===== config.mk =====
export PLATFORM = sky130hd
export DESIGN_NAME = calf_unit
export DESIGN_NICKNAME = d
export VERILOG_FILES = /design/src/hw/calf_pkg.sv /design/src/hw/calf_adder.sv /design/src/hw/calf_unit.sv
export VERILOG_INCLUDE_DIRS = /design/src /design/src/hw
export SDC_FILE = /design/constraint.sdc
export NUM_CORES = 1
export LEC_CHECK = 0
export ABC_AREA = 1
export ABC_CLOCK_PERIOD_IN_PS = 4000
export BUFFER_PORTS_ARGS = -buffer_cell sky130_fd_sc_hd__buf_2
export CAP_MARGIN = 15
export CORE_UTILIZATION = 50
export DETAILED_ROUTE_END_ITERATION = 7
export PLACE_DENSITY = 0.74
export SYNTH_ARGS = -nofsm -noshare
export SYNTH_HDL_FRONTEND = slang
export SYNTH_SLANG_ARGS = --single-unit

===== constraint.sdc =====
create_clock -name CLK -period 4 [get_ports CLK]
set_input_delay 0.8 -clock CLK [delete_from_list [all_inputs] [get_ports CLK]]
set_output_delay 0.8 -clock CLK [all_outputs]
set_load 0.02 [all_outputs]

===== src/hw/calf_map.svh =====
// Function
// - AND sets H, parity, clears N and C
// - OR opcode 10110r, clears H N C
// - XOR opcode 10101r, clears H N C
// - INC: H from bit 3, V if 7F
// - decrement 00r101: H borrow bit 4, V if 80
// - compare subtracts for flags, borrow to C
// - compare immediate FE keeps accumulator
// - ones complement sets H and N only
// - negate: 0 minus A, 8 T-states
// - carry invert: H gets old carry
// - decimal adjust after add: 06/60/66
// - decimal adjust after subtract: FA/A0/9A
// - decimal adjust S Z parity, 4 T-states
// - immediate forms take next byte, 7 T-states
// - 8-bit add: H bit 3, V, C bit 7
// - memory forms 7 T, indexed 19 T; inc/dec memory 11 T, indexed 23 T
// - subtract with borrow: A minus m minus C
// - register field 111 accumulator, 110 memory
`ifndef CALF_MAP_SVH
`define CALF_MAP_SVH
// ----------------------------------------------------------------
// register byte addresses
// ----------------------------------------------------------------
`define CALF_A_ACC 8'h00
`define CALF_A_FLAGS 8'h04
`define CALF_A_OPR 8'h08
`define CALF_A_PTR 8'h0C
`define CALF_A_WOPR 8'h10
`define CALF_A_CMD 8'h14
`define CALF_A_STAT 8'h18
// ----------------------------------------------------------------
// flag bit positions and reset values
// ----------------------------------------------------------------
`define CALF_F_S 7
`define CALF_F_Z 6
`define CALF_F_H 4
`define CALF_F_V 2
`define CALF_F_N 1
`define CALF_F_C 0
`define CALF_RST8 8'h00
`define CALF_RST16 16'h0000
// ----------------------------------------------------------------
// opcodes, prefixes, fields
// ----------------------------------------------------------------
`define CALF_PFX_NONE 8'h00
`define CALF_PFX_EXT 8'hED
`define CALF_PFX_IX 8'hDD
`define CALF_PFX_IY 8'hFD
`define CALF_OP_ONES 8'h2F
`define CALF_OP_CINV 8'h3F
`define CALF_OP_CSET 8'h37
`define CALF_OP_DADJ 8'h27
`define CALF_OP_NEGATE 8'h44
`define CALF_R_MEM 3'b110
`define CALF_R_ACC 3'b111
`define CALF_PAIR_PTR 2'b10
// ----------------------------------------------------------------
// T-state counts
// ----------------------------------------------------------------
`define CALF_T_REG 5'd4
`define CALF_T_IMM 5'd7
`define CALF_T_MEM 5'd7
`define CALF_T_IDX 5'd19
`define CALF_T_NEGATE 5'd8
`define CALF_T_NONE 5'd0
`define CALF_T_INCM 5'd11
`define CALF_T_INCX 5'd23
`define CALF_T_ADDW 5'd11
`define CALF_T_ADDWX 5'd15
`define CALF_T_WIDE 5'd15
`define CALF_T_INCW 5'd6
`define CALF_T_INCWX 5'd10
// ----------------------------------------------------------------
// decimal adjust corrections and thresholds, step and overflow constants
// ----------------------------------------------------------------
`define CALF_DA_LO 8'h06
`define CALF_DA_HI 8'h60
`define CALF_DA_LO_S 8'hFA
`define CALF_DA_HI_S 8'hA0
`define CALF_NIB9 4'h9
`define CALF_BYTE99 8'h99
`define CALF_ONE8 8'h01
`define CALF_ONE16 16'h0001
`define CALF_V_INC 8'h7F
`define CALF_V_DECR 8'h80
`define CALF_NIB6 4'h6
`endif


===== src/hw/calf_pkg.sv =====
package calf_pkg;
  // 8-bit operation selected by opcode bits 5..3
  typedef enum logic [2:0] {
    ALU_ADD, ALU_ADC, ALU_SUB, ALU_SUBC, ALU_AND, ALU_XOR, ALU_OR, ALU_CMP
  } calf_alu_t;

  // one apb request as seen by the slave
  typedef struct packed {
    logic psel;
    logic penable;
    logic pwrite;
    logic [7:0] paddr;
    logic [31:0] pwdata;
  } calf_apb_t;

  // whole state of the unit
  typedef struct packed {
    logic [7:0] acc;
    logic [7:0] flags;
    logic [7:0] opr;
    logic [15:0] ptr;
    logic [15:0] wopr;
    logic [15:0] cmd;
    logic [4:0] tstates;
    logic illegal;
    logic pready;
    logic pslverr;
    logic [31:0] prdata;
  } calf_state_t;
endpackage


===== src/hw/calf_adder.sv =====
`timescale 1ns/10ps
// add or subtract with carry-in, reporting carry/borrow, half and overflow
module calf_adder #(
  parameter int W = 8,
  parameter int HB = 4
) (
  // operands
  input wire logic [W-1:0] a,
  input wire logic [W-1:0] b,
  input wire logic cin,
  input wire logic sub,
  // results
  output logic [W-1:0] sum,
  output logic carry,
  output logic half,
  output logic ovf
);
  logic [W-1:0] bx;
  logic cx;
  logic [W:0] full;
  logic [HB:0] low;

  // subtraction as a plus inverted b plus inverted borrow-in
  assign bx = sub ? ~b : b;
  assign cx = sub ? ~cin : cin;
  assign full = {1'b0, a} + {1'b0, bx} + {{W{1'b0}}, cx};
  assign low = {1'b0, a[HB-1:0]} + {1'b0, bx[HB-1:0]} + {{HB{1'b0}}, cx};
  assign sum = full[W-1:0];
  // borrow is the inverted carry out
  assign carry = full[W] ^ sub;
  assign half = low[HB] ^ sub;
  assign ovf = (a[W-1] == bx[W-1]) && (full[W-1] != a[W-1]);
endmodule // calf_adder


===== src/hw/calf_unit.sv =====
`timescale 1ns/10ps
`include "calf_map.svh"
// arithmetic, logic and flag unit behind an apb slave
module calf_unit (
  // clock and reset
  input wire logic CLK,
  input wire logic RST,
  // apb slave
  input wire logic PSEL,
  input wire logic PENABLE,
  input wire logic PWRITE,
  input wire logic [7:0] PADDR,
  input wire logic [31:0] PWDATA,
  output logic PREADY,
  output logic [31:0] PRDATA,
  output logic PSLVERR,
  // live view of accumulator and flags
  output logic [7:0] ACC_OUT,
  output logic [7:0] FLAGS_OUT
);
  calf_pkg::calf_state_t s_reg;
  calf_pkg::calf_state_t s_next;
  calf_pkg::calf_apb_t req;

  // ----------------------------------------------------------------
  // command decode from write data
  // ----------------------------------------------------------------
  logic [7:0] pfx;
  logic [7:0] opc;
  logic [2:0] rfld;
  logic [1:0] pair_sel;
  logic idx;
  logic ext;
  logic is_alu_r;
  logic is_alu_n;
  logic is_inc;
  logic is_decr;
  logic is_addw;
  logic is_incw;
  logic is_decw;
  logic is_adcw;
  logic is_sbcw;
  logic is_negate;
  calf_pkg::calf_alu_t aop;
  logic [7:0] tgt8;
  logic [7:0] src8;
  logic [15:0] srcw;
  logic [15:0] tgtw;

  assign req = '{psel: PSEL, penable: PENABLE, pwrite: PWRITE,
                 paddr: PADDR, pwdata: PWDATA};
  assign pfx = req.pwdata[15:8];
  assign opc = req.pwdata[7:0];
  assign rfld = opc[2:0];
  assign pair_sel = opc[5:4];
  assign idx = (pfx == `CALF_PFX_IX) || (pfx == `CALF_PFX_IY);
  assign ext = (pfx == `CALF_PFX_EXT);
  assign aop = calf_pkg::calf_alu_t'(opc[5:3]);
  assign is_alu_r = !ext && (opc[7:6] == 2'b10);
  assign is_alu_n = !ext && (opc[7:6] == 2'b11) && (rfld == `CALF_R_MEM);
  assign is_inc = !ext && (opc[7:6] == 2'b00) && (rfld == 3'b100);
  assign is_decr = !ext && (opc[7:6] == 2'b00) && (rfld == 3'b101);
  assign is_addw = !ext && (opc[7:6] == 2'b00) && (opc[3:0] == 4'b1001);
  assign is_incw = !ext && (opc[7:6] == 2'b00) && (opc[3:0] == 4'b0011);
  assign is_decw = !ext && (opc[7:6] == 2'b00) && (opc[3:0] == 4'b1011);
  assign is_adcw = ext && (opc[7:6] == 2'b01) && (opc[3:0] == 4'b1010);
  assign is_sbcw = ext && (opc[7:6] == 2'b01) && (opc[3:0] == 4'b0010);
  assign is_negate = ext && (opc == `CALF_OP_NEGATE);

  // register field: all ones is the accumulator, 110 the memory byte
  assign tgt8 = (opc[5:3] == `CALF_R_ACC) ? s_reg.acc : s_reg.opr;
  assign src8 = (rfld == `CALF_R_ACC && is_alu_r) ? s_reg.acc : s_reg.opr;
  // pair field 10 selects the pointer pair itself
  assign srcw = (pair_sel == `CALF_PAIR_PTR) ? s_reg.ptr : s_reg.wopr;
  assign tgtw = (pair_sel == `CALF_PAIR_PTR) ? s_reg.ptr : s_reg.wopr;

  // ----------------------------------------------------------------
  // shared adders
  // ----------------------------------------------------------------
  logic [7:0] a8;
  logic [7:0] b8;
  logic c8;
  logic sub8;
  logic [7:0] sum8;
  logic cy8;
  logic hc8;
  logic ov8;
  logic [15:0] b16;
  logic c16;
  logic sub16;
  logic [15:0] sum16;
  logic cy16;
  logic hc16;
  logic ov16;
  logic alu_arith;
  logic alu_sub;

  assign alu_sub = (aop == calf_pkg::ALU_SUB) || (aop == calf_pkg::ALU_SUBC) ||
                   (aop == calf_pkg::ALU_CMP);
  assign alu_arith = (aop == calf_pkg::ALU_ADC) || (aop == calf_pkg::ALU_SUBC);

  // operand steering for the byte adder
  always_comb begin
    a8 = s_reg.acc;
    b8 = src8;
    c8 = 1'b0;
    sub8 = 1'b0;
    if (is_negate) begin
      a8 = `CALF_RST8;
      b8 = s_reg.acc;
      sub8 = 1'b1;
    end else if (is_inc || is_decr) begin
      a8 = tgt8;
      b8 = `CALF_ONE8;
      sub8 = is_decr;
    end else begin
      c8 = alu_arith & s_reg.flags[`CALF_F_C];
      sub8 = alu_sub;
    end
  end

  assign b16 = srcw;
  assign c16 = (is_adcw || is_sbcw) & s_reg.flags[`CALF_F_C];
  assign sub16 = is_sbcw;

  calf_adder #(.W(8), .HB(4)) u_add8 (
    .a(a8),
    .b(b8),
    .cin(c8),
    .sub(sub8),
    .sum(sum8),
    .carry(cy8),
    .half(hc8),
    .ovf(ov8)
  );

  // half from bit 11 on add, borrow from bit 12 on subtract
  calf_adder #(.W(16), .HB(12)) u_add16 (
    .a(s_reg.ptr),
    .b(b16),
    .cin(c16),
    .sub(sub16),
    .sum(sum16),
    .carry(cy16),
    .half(hc16),
    .ovf(ov16)
  );

  // ----------------------------------------------------------------
  // decimal adjust
  // ----------------------------------------------------------------
  logic da_lo;
  logic da_hi;
  logic [7:0] da_corr;
  logic [7:0] da_res;
  logic da_h;

  // add mode: prior H and C or digits above nine; subtract mode: only prior C and H
  always_comb begin
    if (s_reg.flags[`CALF_F_N]) begin
      da_lo = s_reg.flags[`CALF_F_H];
      da_hi = s_reg.flags[`CALF_F_C];
      da_corr = (da_lo ? `CALF_DA_LO_S : `CALF_RST8) +
                (da_hi ? `CALF_DA_HI_S : `CALF_RST8);
      da_h = s_reg.flags[`CALF_F_H] && (s_reg.acc[3:0] < `CALF_NIB6);
    end else begin
      da_lo = s_reg.flags[`CALF_F_H] || (s_reg.acc[3:0] > `CALF_NIB9);
      da_hi = s_reg.flags[`CALF_F_C] || (s_reg.acc > `CALF_BYTE99);
      da_corr = (da_lo ? `CALF_DA_LO : `CALF_RST8) +
                (da_hi ? `CALF_DA_HI : `CALF_RST8);
      da_h = s_reg.acc[3:0] > `CALF_NIB9;
    end
  end
  assign da_res = s_reg.acc + da_corr;

  // ----------------------------------------------------------------
  // address decode
  // ----------------------------------------------------------------
  logic hit;
  logic [31:0] rd;

  always_comb begin
    hit = 1'b1;
    rd = 32'h0000_0000;
    if (req.paddr == `CALF_A_ACC) begin
      rd[7:0] = s_reg.acc;
    end else if (req.paddr == `CALF_A_FLAGS) begin
      rd[7:0] = s_reg.flags;
    end else if (req.paddr == `CALF_A_OPR) begin
      rd[7:0] = s_reg.opr;
    end else if (req.paddr == `CALF_A_PTR) begin
      rd[15:0] = s_reg.ptr;
    end else if (req.paddr == `CALF_A_WOPR) begin
      rd[15:0] = s_reg.wopr;
    end else if (req.paddr == `CALF_A_CMD) begin
      rd[15:0] = s_reg.cmd;
    end else if (req.paddr == `CALF_A_STAT) begin
      rd[4:0] = s_reg.tstates;
      rd[8] = s_reg.illegal;
    end else begin
      hit = 1'b0;
    end
  end

  // ----------------------------------------------------------------
  // next state
  // ----------------------------------------------------------------
  logic [7:0] fl;
  logic [7:0] r8;
  logic commit;

  assign fl = s_reg.flags;
  assign commit = req.psel && req.penable && s_reg.pready;

  always_comb begin
    s_next = s_reg;
    r8 = `CALF_RST8;
    // one wait state: answer is prepared, then the access completes
    s_next.pready = 1'b0;
    if (req.psel && req.penable && !s_reg.pready) begin
      s_next.pready = 1'b1;
      s_next.pslverr = !hit;
      s_next.prdata = req.pwrite ? 32'h0000_0000 : rd;
    end
    if (commit && req.pwrite && hit) begin
      if (req.paddr == `CALF_A_ACC) begin
        s_next.acc = req.pwdata[7:0];
      end else if (req.paddr == `CALF_A_FLAGS) begin
        s_next.flags = req.pwdata[7:0];
      end else if (req.paddr == `CALF_A_OPR) begin
        s_next.opr = req.pwdata[7:0];
      end else if (req.paddr == `CALF_A_PTR) begin
        s_next.ptr = req.pwdata[15:0];
      end else if (req.paddr == `CALF_A_WOPR) begin
        s_next.wopr = req.pwdata[15:0];
      end else if (req.paddr == `CALF_A_CMD) begin
        s_next.cmd = req.pwdata[15:0];
        s_next.illegal = 1'b0;
        if (is_alu_r || is_alu_n) begin
          // result of the selected operation
          case (aop)
            calf_pkg::ALU_AND: r8 = s_reg.acc & src8;
            calf_pkg::ALU_XOR: r8 = s_reg.acc ^ src8;
            calf_pkg::ALU_OR: r8 = s_reg.acc | src8;
            default: r8 = sum8;
          endcase
          s_next.flags[`CALF_F_S] = r8[7];
          s_next.flags[`CALF_F_Z] = (r8 == `CALF_RST8);
          if (aop == calf_pkg::ALU_AND || aop == calf_pkg::ALU_XOR ||
              aop == calf_pkg::ALU_OR) begin
            s_next.flags[`CALF_F_H] = (aop == calf_pkg::ALU_AND);
            s_next.flags[`CALF_F_V] = ~^r8;
            s_next.flags[`CALF_F_N] = 1'b0;
            s_next.flags[`CALF_F_C] = 1'b0;
          end else begin
            s_next.flags[`CALF_F_H] = hc8;
            s_next.flags[`CALF_F_V] = ov8;
            s_next.flags[`CALF_F_N] = alu_sub;
            s_next.flags[`CALF_F_C] = cy8;
          end
          // compare leaves the accumulator alone
          if (aop != calf_pkg::ALU_CMP) begin
            s_next.acc = r8;
          end
          if (is_alu_n) begin
            s_next.tstates = `CALF_T_IMM;
          end else if (rfld == `CALF_R_MEM) begin
            s_next.tstates = idx ? `CALF_T_IDX : `CALF_T_MEM;
          end else begin
            s_next.tstates = `CALF_T_REG;
          end
        end else if (is_inc || is_decr) begin
          s_next.flags[`CALF_F_S] = sum8[7];
          s_next.flags[`CALF_F_Z] = (sum8 == `CALF_RST8);
          s_next.flags[`CALF_F_H] = hc8;
          s_next.flags[`CALF_F_N] = is_decr;
          // carry stays as it was
          s_next.flags[`CALF_F_V] = is_decr ? (tgt8 == `CALF_V_DECR) :
                                             (tgt8 == `CALF_V_INC);
          if (opc[5:3] == `CALF_R_ACC) begin
            s_next.acc = sum8;
          end else begin
            s_next.opr = sum8;
          end
          if (opc[5:3] == `CALF_R_MEM) begin
            s_next.tstates = idx ? `CALF_T_INCX : `CALF_T_INCM;
          end else begin
            s_next.tstates = `CALF_T_REG;
          end
        end else if (is_negate) begin
          s_next.acc = sum8;
          s_next.flags[`CALF_F_S] = sum8[7];
          s_next.flags[`CALF_F_Z] = (sum8 == `CALF_RST8);
          s_next.flags[`CALF_F_H] = hc8;
          s_next.flags[`CALF_F_V] = (s_reg.acc == `CALF_V_DECR);
          s_next.flags[`CALF_F_N] = 1'b1;
          s_next.flags[`CALF_F_C] = (s_reg.acc != `CALF_RST8);
          s_next.tstates = `CALF_T_NEGATE;
        end else if (!ext && opc == `CALF_OP_ONES) begin
          s_next.acc = ~s_reg.acc;
          s_next.flags[`CALF_F_H] = 1'b1;
          s_next.flags[`CALF_F_N] = 1'b1;
          s_next.tstates = `CALF_T_REG;
        end else if (!ext && opc == `CALF_OP_CINV) begin
          s_next.flags[`CALF_F_H] = fl[`CALF_F_C];
          s_next.flags[`CALF_F_C] = ~fl[`CALF_F_C];
          s_next.flags[`CALF_F_N] = 1'b0;
          s_next.tstates = `CALF_T_REG;
        end else if (!ext && opc == `CALF_OP_CSET) begin
          s_next.flags[`CALF_F_C] = 1'b1;
          s_next.flags[`CALF_F_H] = 1'b0;
          s_next.flags[`CALF_F_N] = 1'b0;
          s_next.tstates = `CALF_T_REG;
        end else if (!ext && opc == `CALF_OP_DADJ) begin
          s_next.acc = da_res;
          s_next.flags[`CALF_F_S] = da_res[7];
          s_next.flags[`CALF_F_Z] = (da_res == `CALF_RST8);
          s_next.flags[`CALF_F_V] = ~^da_res;
          s_next.flags[`CALF_F_H] = da_h;
          // subtract mode keeps carry; add mode sets it on upper fix
          s_next.flags[`CALF_F_C] = fl[`CALF_F_N] ? fl[`CALF_F_C] : da_hi;
          s_next.tstates = `CALF_T_REG;
        end else if (is_addw) begin
          s_next.ptr = sum16;
          s_next.flags[`CALF_F_H] = hc16;
          s_next.flags[`CALF_F_N] = 1'b0;
          s_next.flags[`CALF_F_C] = cy16;
          s_next.tstates = idx ? `CALF_T_ADDWX : `CALF_T_ADDW;
        end else if (is_adcw || is_sbcw) begin
          s_next.ptr = sum16;
          s_next.flags[`CALF_F_S] = sum16[15];
          s_next.flags[`CALF_F_Z] = (sum16 == `CALF_RST16);
          s_next.flags[`CALF_F_H] = hc16;
          s_next.flags[`CALF_F_V] = ov16;
          s_next.flags[`CALF_F_N] = is_sbcw;
          s_next.flags[`CALF_F_C] = cy16;
          s_next.tstates = `CALF_T_WIDE;
        end else if (is_incw || is_decw) begin
          // no flag changes at all
          if (pair_sel == `CALF_PAIR_PTR) begin
            s_next.ptr = is_decw ? tgtw - `CALF_ONE16 : tgtw + `CALF_ONE16;
          end else begin
            s_next.wopr = is_decw ? tgtw - `CALF_ONE16 : tgtw + `CALF_ONE16;
          end
          s_next.tstates = idx ? `CALF_T_INCWX : `CALF_T_INCW;
        end else begin
          // unknown code: only the marker is set and the T-state count cleared
          s_next.illegal = 1'b1;
          s_next.tstates = `CALF_T_NONE;
        end
      end
    end
  end

  // ----------------------------------------------------------------
  // state register
  // ----------------------------------------------------------------
  always_ff @(posedge CLK or posedge RST) begin
    if (RST) begin
      s_reg <= '0;
    end else begin
      s_reg <= s_next;
    end
  end

  // outputs come straight from the state flops
  assign PREADY = s_reg.pready;
  assign PRDATA = s_reg.prdata;
  assign PSLVERR = s_reg.pslverr;
  assign ACC_OUT = s_reg.acc;
  assign FLAGS_OUT = s_reg.flags;
endmodule // calf_unit


After elaboration in Yosys (flattened, before gate mapping)
Index checks and enable logic that the tools add are counted.

storage, ports and cells
  output and inout bits = 50
  word-level logic and storage cells = 400
  register bits after elaboration = 112
  input bits = 45

cells by class
  bitwise logic cells = 20
  reductions and logical operators = 70
  eq/ne operators = 93
  add/subtract/negate cells = 13
  mux-type cells = 185
  magnitude comparators = 3

operator list
  operator              number
  $mux W32              23
  $mux W8               33
  $mux W16              14
  $mux W10              9
  $mux W5               16
  $mux W65              1
  $mux W3               18
  $mux W1               53
  $eq A8 B8 Y1 const B  5
  $mux W40              1
  $ne A2 B2 Y1 const B  19
  $mux W34              1
  $reduce_and A11 Y1    3
  $eq A8 B6 Y1 const B  4
  $logic_not A8 Y1      4
  $ne A7 B7 Y1 const B  4
  $mux W27              1
  $logic_and A1 B1 Y1   26
  $eq A3 B3 Y1 const B  8
  $eq A8 B5 Y1 const B  3
  $ne A8 B3 Y1 const B  3
  $pmux W8 S3           1
  $mux W2               9
  $ne A2 B1 Y1 const B  9
  other kinds (65)      116

Logic depth before layout (Yosys ltp)
Gate-level depths: netlist of run 1.

  word-level depth = 37
  depth in mapped cells = 28
  depth with buffers taken out = 26

Hierarchy
Synthesis of run 1 repeated with hierarchy kept, for this count alone.

unflattened totals
  cell total of the unflattened synthesis = 1821
  area, all modules = 11315.9 um2

modules (own cells, without submodules)
  module                 sequential area each (um2)  area an instance (um2)  instances  cells each
  calf_unit              2402.3                      9698.1                  1          1550
  calf_adder at u_add16  0.0                         1117.3                  1          194
  calf_adder at u_add8   0.0                         500.5                   1          77

Worst setup path after synthesis of run 1
Ideal clock, no wire load.

  kind = input to register
  start point = in PWDATA[9]
  end point = reg s_reg, in the netlist FLAGS_OUT[2]
  path buffers = 1
  stages = 27
  library setup time = 0.077 ns
  data required time = 3.923 ns
  setup slack = -0.439 ns
  arrival = 4.362 ns
  cells stage by stage = inv_1 -> nand4_1 -> nor2_2 -> nor2_2 -> nand4_1 -> buf_2 -> nand2_1 -> o21ai_0 -> inv_1 -> o22ai_1 -> xor2_1 -> fa_1 -> inv_1 -> fa_1 -> nand3_1 -> nand3_1 -> xor2_1 -> nand2_1 -> nand2_1 -> inv_1 -> ha_1 -> xnor2_1 -> xnor2_1 -> a21oi_1 -> a21oi_1 -> nand2_1 -> a21oi_1

on the way
  longest elaborated chain between the ends = 33
  elaborated cells on any way between the ends = 92
  those cells by class = 4 x add/sub; 10 x eq/ne; 47 x mux; 7 x bitwise; 24 x reduce/logical

ends and longest elaborated chain
  what                                                                       RTL line          RTL
  from (decl)                                                                calf_unit.sv:13   input wire logic [31:0] PWDATA,
  $eq A8 B8 Y1 (no line) *                                                   -
  parallel branches: the longest is 32 deep, another holds $add A16 B16 Y17  -
  to (signal assigned)                                                       calf_unit.sv:362  s_reg <= s_next;
  to (decl)                                                                  calf_unit.sv:21   calf_pkg::calf_state_t s_reg;

Mark *: on every way between the ends. The select of a mux whose other input is x is not followed.
A chain may end at the register's enable or synchronous reset.

Worst setup path after layout of run 1
  start point = in PWDATA[12]
  end point = reg s_reg, in the netlist FLAGS_OUT[2]

The elaborated chain is that of the path after synthesis.

==> results of run 1 <==
-- worst register-to-register path, cell delays in order, from the launching register on --
cell and delay [ns]:
dfrtp_1 0.55, inv_1 0.24, ha_1 0.33, o21ai_0 0.17
inv_1 0.07, ha_1 0.33, nand2_1 0.10, inv_1 0.04
nand4_1 0.06, o211ai_1 0.15, or2_2 0.33, nand2_1 0.12
ha_1 0.26, xnor2_1 0.21, xnor2_1 0.11, a21oi_1 0.24
nand2_1 0.09, nand2_1 0.07, nand2_1 0.05, a21oi_1 0.13
-- repair_timing --
action | in CTS | in global routing
pin swaps | 9 | 23
gates cloned | 0 | 2
resized for setup | 19 | 60
buffers inserted | 20 | 14
endpoints found under the hold margin | 0 | 0
setup endpoints to repair | 10 | 16
-- logic make-up (layout without fill, tap and decap cells) --
| group | count (synthesis) | in the layout | share of synthesized area |
|---|---|---|---|
| buffers and inverters | 335 | 602 | 0.136 |
| DFF | 96 | 96 | 0.219 |
| adders and majority gates | 74 | 74 | 0.0885 |
| other | 1 | 16 | 0.000342 |
| AOI/OAI and AO/OA | 348 | 348 | 0.179 |
| xor gates and xnor gates | 53 | 53 | 0.0423 |
| muxes | 1 | 1 | 0.00103 |
| and+or+nand+nor | 836 | 836 | 0.334 |
-- cell type report --
| class | count | share of cell area |
|---|---|---|
| Timing Repair inverter | 1 | 0.000358 |
| Multi-Input combinational cell | 1328 | 0.533 |
| Sequential cell | 96 | 0.172 |
| Inverter | 240 | 0.0671 |
| Tap cell | 275 | 0.0246 |
| Clock buffer | 9 | 0.0161 |
| Timing Repair Buffer | 345 | 0.181 |
| Clock inverter | 7 | 0.00582 |
-- report_power, final --
part	internal [uW]	switching [uW]	leakage [uW]
registers	973	2.25	0.00115
clock network	449	495	0.000150
logic	395	523	0.00616
-- cells in the final DEF (no fill, tap or decap), types with 18 or more instances in the layout --
master	n
nor2_1	113
o211ai_1	18
nand2_1	490
nor3_1	18
o21ai_1	28
o21ai_0	131
inv_1	208
xor2_1	33
a21oi_1	90
ha_1	66
buf_2	60
nand4_1	27
nand3_1	95
o22ai_1	21
buf_4	277
dfrtp_1	96
inv_2	21
nand2_2	21
-- final timing paths --
kind,startpoint,endpoint,slack (ns),cells past startpoint
max in group asynchronous,RST,s_reg[52],2.76,3
min reg2reg,PREADY,PREADY,0.48,1
max,PWDATA[12],FLAGS_OUT[2],-0.16,24
min in group asynchronous,RST,PRDATA[2],0.51,2
max reg2reg,FLAGS_OUT[0],FLAGS_OUT[2],0.27,19
min,PREADY,PREADY,0.48,1
-- metrics by stage --
| stage | util | area, um^2 | TNS, ns | cells |
|---|---|---|---|---|
| after floorplan | - | 11100 | -0.266 | 1759 |
| after global placement | 0.615 | 13100 | -6.31 | 2250 |
| after detailed placement | 0.615 | 13100 | -7.09 | 2250 |
| after CTS | 0.640 | 13600 | -0.177 | 2286 |
| after global routing | 0.656 | 14000 | -0.619 | 2301 |
| final | 0.656 | 14000 | -0.163 | 2301 |
-- metal layers --
| layer | track usage | vias up |
|---|---|---|
| met5 | 0 | - |
| met4 | 0.259 | 0 |
| met3 | 0.0655 | 196 |
| met2 | 0.690 | 758 |
| met1 | 0.504 | 6169 |
| li1 | - | 6188 |
==> out/metrics.csv, run 1 <==
metric,value,unit
grt_pass1_wl,69900,um
cp_max_fo,7,
fp.dieH,150,um
drv_slew,0,
hold_path.class,flip-flop to flip-flop,
hold_buffers,0,
htreeDepth,3,
synth-main-ff-cell,dfrtp_1,
hpwlAfterDp,36400,um
synth_top_cell_area_share,0.219,
rows,53,
route.met2.wl,21600,um
wl_met3,4210,um
cp-start-kind,input port,
final_hold_viol_count,0,
dieArea,22500,um^2
multiInputGateArea,7450,um^2
ios,95,
first_global_vias,12600,
fmax,240,MHz
arrival,4.44,ns
largest_reg_flops,62,
cts-root-buf,clkbuf_16,
layout.nets,2140,
cp.buffers_inverters,5,
ys_types,53,
numPortBuffers,62,
clkSlewWorstSetupHoldPaths,0.08,ns
core-area,21300,um^2
cpPeakStageDelay,0.29,ns
synthTopCellsByCount,"499 x nand2_1, 215 x inv_1, 142 x o21ai_0",
gp_congestion,0.991,
ir_worst_vdd,0.178,mV
cts_tree,yes,
clk_latency,0.37,ns
synthTopCellsByArea,"dfrtp_1 22%, nand2_1 17%, ha_1 7.8%",
setup_slack,-0.163,ns
yosysMostFrequentCell,nand2_1,
skew,0.0196,ns
diodes,0,
netlist_area,11000,um^2
ant_nets,0,
clock-sinks,96,
synth_cells,1744,
cts_buffer_depth,2,
highest_layer,met4,
n_fill_cell,2027,
grt_max_degree,52,
path_cells,buf_8 > inv_12 > buf_4 > nand2_1 > nor2_4 > nand2_2 > nand3_2 > buf_4 > nand2_8 > buf_4 > o22ai_2 > xor2_1 > ha_1 > a21oi_1 > nand3_2 > xor2_2 > o21ai_2 > ha_2 > xnor2_1 > xnor2_1 > a21oi_1 > a21oi_1 > nand2_1 > a21oi_1,
drive_gt1_frac,0.251,
place_ws,-0.650,ns
min_period,4.16,ns
cp.required,4.28,ns
postRouteWirelength,46700,um
finalSetupViolations,1,
end_kind,flip-flop,
yosys_warnings,0,
path_class,input port to flip-flop,
antenna_found_initial,0,
wire_per_inst,20.3,um
power.density,203,nW/um^2
rsz0062_at_grt,true,
ys_ff_latch,96,
async_reset_ff_frac,1.00,
globalRouteTotalUtil,0.416,
worst_pin_slew,0.708,ns
num_vias,13300,
p_total,2840,uW
syn_area_per_cell,6.29,um^2
seq_area_frac_synth,0.219,
worst_path_max_delay_cell,ha_1,
whs,0.476,ns
drt-met1-wl,17700,um
via_per_inst,5.78,
regArea,2400,um^2
critPathTopFamily,compound AO/OA/AOI/OAI gates,
drv_cap,0,
relSlewSlack,0.524,
die_x,150,um
grt-ovfl-total,0,
synth_edf_count,0,
numCtsBuffers,9,
status,"finished, violations left",
drt_iter0_drc,1151,
drc_errors,0,
synth_area_leader_cell,dfrtp_1,
start_util,0.515,
failed_checks,setup timing,
min_period_over_period,1.04,
detailedRoute.firstPassIterationCount,6,
crit_top_cell,a21oi_1,
power_leakage,0.00746,uW
area_delta_synth_final,27.3,%
Power figures use the tool's default switching activity.
==> run 2: changes to the inputs <==
--- a/config.mk
+++ b/config.mk
@@ -11,6 +11,7 @@
 export BUFFER_PORTS_ARGS = -buffer_cell sky130_fd_sc_hd__buf_2
 export CAP_MARGIN = 15
 export CORE_UTILIZATION = 50
+export CTS_BUF_LIST = sky130_fd_sc_hd__clkbuf_4 sky130_fd_sc_hd__clkbuf_8
 export DETAILED_ROUTE_END_ITERATION = 7
 export PLACE_DENSITY = 0.74
 export SYNTH_ARGS = -nofsm -noshare
==> run 2 against run 1 <==
The flow still finishes with violations (setup timing); final cell count barely moved; total power fell by 8.1%; flip-flop and latch count did not move; critical endpoint unchanged; clock power fell by 24%; clock skew rose by 0.0076 ns.
==> out/metrics.csv, run 2 (same netlist as run 1, synthesis figures left out) <==
metric,value,unit,change
clk_latency,0.40,ns,+0.03 ns
drc_errors,0,,unchanged
antenna_found_initial,1,,+1
failed_checks,setup timing,,
drv_cap,0,,unchanged
core-area,21300,um^2,unchanged
gp_congestion,0.991,,unchanged
hpwlAfterDp,36400,um,unchanged
ir_worst_vdd,0.159,mV,-11%
min_period_over_period,1.03,,-0.0143
n_fill_cell,2039,,+0.59%
ant_nets,0,,unchanged
numPortBuffers,62,,unchanged
num_vias,13400,,+0.53%
postRouteWirelength,46600,um,-0.18%
first_global_vias,12500,,-0.72%
layout.nets,2141,,+0.047%
finalSetupViolations,1,,unchanged
critPathTopFamily,simple AND/OR/NAND/NOR gates,,
drv_slew,0,,unchanged
ios,95,,unchanged
cts_tree,yes,,
hold_path.class,input port to asynchronous set/reset pin,,
final_hold_viol_count,0,,unchanged
arrival,4.43,ns,about the same
fp.dieH,150,um,unchanged
power_leakage,0.00743,uW,-0.51%
end_kind,flip-flop,,
p_switching,989,uW,-3.1%
largest_reg_flops,62,,unchanged
grt_max_degree,52,,unchanged
cp.buffers_inverters,7,,+2
crit_top_cell,nand2_1,,
via_per_inst,5.81,,+0.45%
cp_max_fo,8,,+1
final_util,0.651,,-0.00494
grt-ovfl-total,0,,unchanged
relSlewSlack,0.495,,-0.0290
status,"finished, violations left",,
worst_path_max_delay_cell,ha_1,,
seqPwrFrac,0.374,,+0.030
rows,53,,unchanged
die_x,150,um,unchanged
p_clk_frac,0.275,,-0.058
clkSlewWorstSetupHoldPaths,0.13,ns,+0.05 ns
start_util,0.515,,unchanged
path_class,input port to flip-flop,,
layout_common_cells,"489 x nand2_1, 278 x buf_4, 208 x inv_1",,
area_delta_synth_final,26.3,%,
wire_per_inst,20.2,um,-0.26%
globalRouteTotalUtil,0.416,,about the same
grt_pass1_wl,69900,um,about the same
cp.required,4.32,ns,+0.04 ns
clock-sinks,96,,unchanged
numCtsBuffers,9,,unchanged
drive_gt1_frac,0.250,,-0.000617
dieArea,22500,um^2,unchanged
swShare,0.379,,+0.0197
rsz0062_at_grt,true,,
min_period,4.11,ns,-0.0572 ns
setup_slack,-0.106,ns,+0.0572 ns
cpPeakStageDelay,0.31,ns,+0.02 ns
power_frac_comb,0.351,,+0.027
layout_commonest_cell,nand2_1,,
cts_buffer_depth,2,,unchanged
cts-root-buf,clkbuf_8,,
power.density,188,nW/um^2,-7.4%
drt_iter0_drc,1008,,-12%
cp-start-kind,input port,,
worst_pin_slew,0.751,ns,+0.0430 ns
htreeDepth,3,,unchanged
hold_buffers,0,,unchanged
fmax,244,MHz,+1.4%
setup-tns-final,-0.106,ns,+0.0572 ns
detailedRoute.firstPassIterationCount,6,,unchanged
p_int,1620,uW,-11%
skew,0.0272,ns,+0.00761 ns
p_total,2610,uW,-8.1%
## run 2: cell types whose count changed in the layout (fill, tap and decap cells not counted), sizes merged
cell	delta
buf	+2
diode	+1
clkinvlp	-1
## run 2: what timing repair did
action / 4_1_cts / 5_1_grt
buffers inserted: 20 / 15
endpoints found under the hold margin: 0 / 0
pin swaps: 9 / 42
gates resized for setup: 21 / 57
gates cloned: 0 / 1
endpoints found under the setup margin: 7 / 13
## run 2: worst paths after layout
path                         startpoint           end  cells past startpoint  slack [ns]
max                           PWDATA[9]  FLAGS_OUT[2]                     29       -0.11
min                                 RST     PRDATA[2]                      2        0.46
max reg2reg                FLAGS_OUT[0]  FLAGS_OUT[2]                     19        0.28
min reg2reg                      PREADY        PREADY                      1        0.48
max in group asynchronous           RST     s_reg[52]                      3        2.79
min in group CLK                 PREADY        PREADY                      1        0.48
## run 2: metrics by stage
stage | std cells | area [um^2] | setup slack (ns) | hold WS, ns
global placement | 2250 | 13100 | -0.644 | 0.455
CTS | 2286 | 13500 | -0.101 | 0.481
detailed placement | 2250 | 13100 | -0.650 | 0.464
global route | 2302 | 13900 | -0.344 | 0.499
finish | 2303 | 13900 | -0.106 | 0.463
floorplan | 1759 | 11100 | -0.266 | 0.442
## run 2: power groups by stage
stage	clock network (uW)	logic (uW)	registers [uW]
after CTS	719	867	976
after global routing	748	987	977
after floorplan	0	458	997
after detailed placement	0	830	995
after global placement	0	824	995
final	717	914	976
## run 2: layout make-up
class | count | area (um^2) | share of cell area
inverter | 240 | 937 | 0.0676
tap | 275 | 344 | 0.0248
clock buffer | 9 | 124 | 0.00894
clock inverter | 7 | 81.3 | 0.00587
sequential | 96 | 2400 | 0.173
timing repair buffer | 347 | 2540 | 0.183
antenna | 1 | 2.50 | 0.000181
multi-input combinational | 1328 | 7430 | 0.536
## run 2: per-layer routing
| metal | wire (um) | up-vias | global-route usage |
|---|---|---|---|
| li1 | - | 6204 | - |
| met1 | 17300 | 6222 | 0.501 |
| met2 | 21400 | 761 | 0.691 |
| met3 | 4720 | 195 | 0.0739 |
| met4 | 3140 | 0 | 0.254 |
| met5 | 0 | - | 0 |
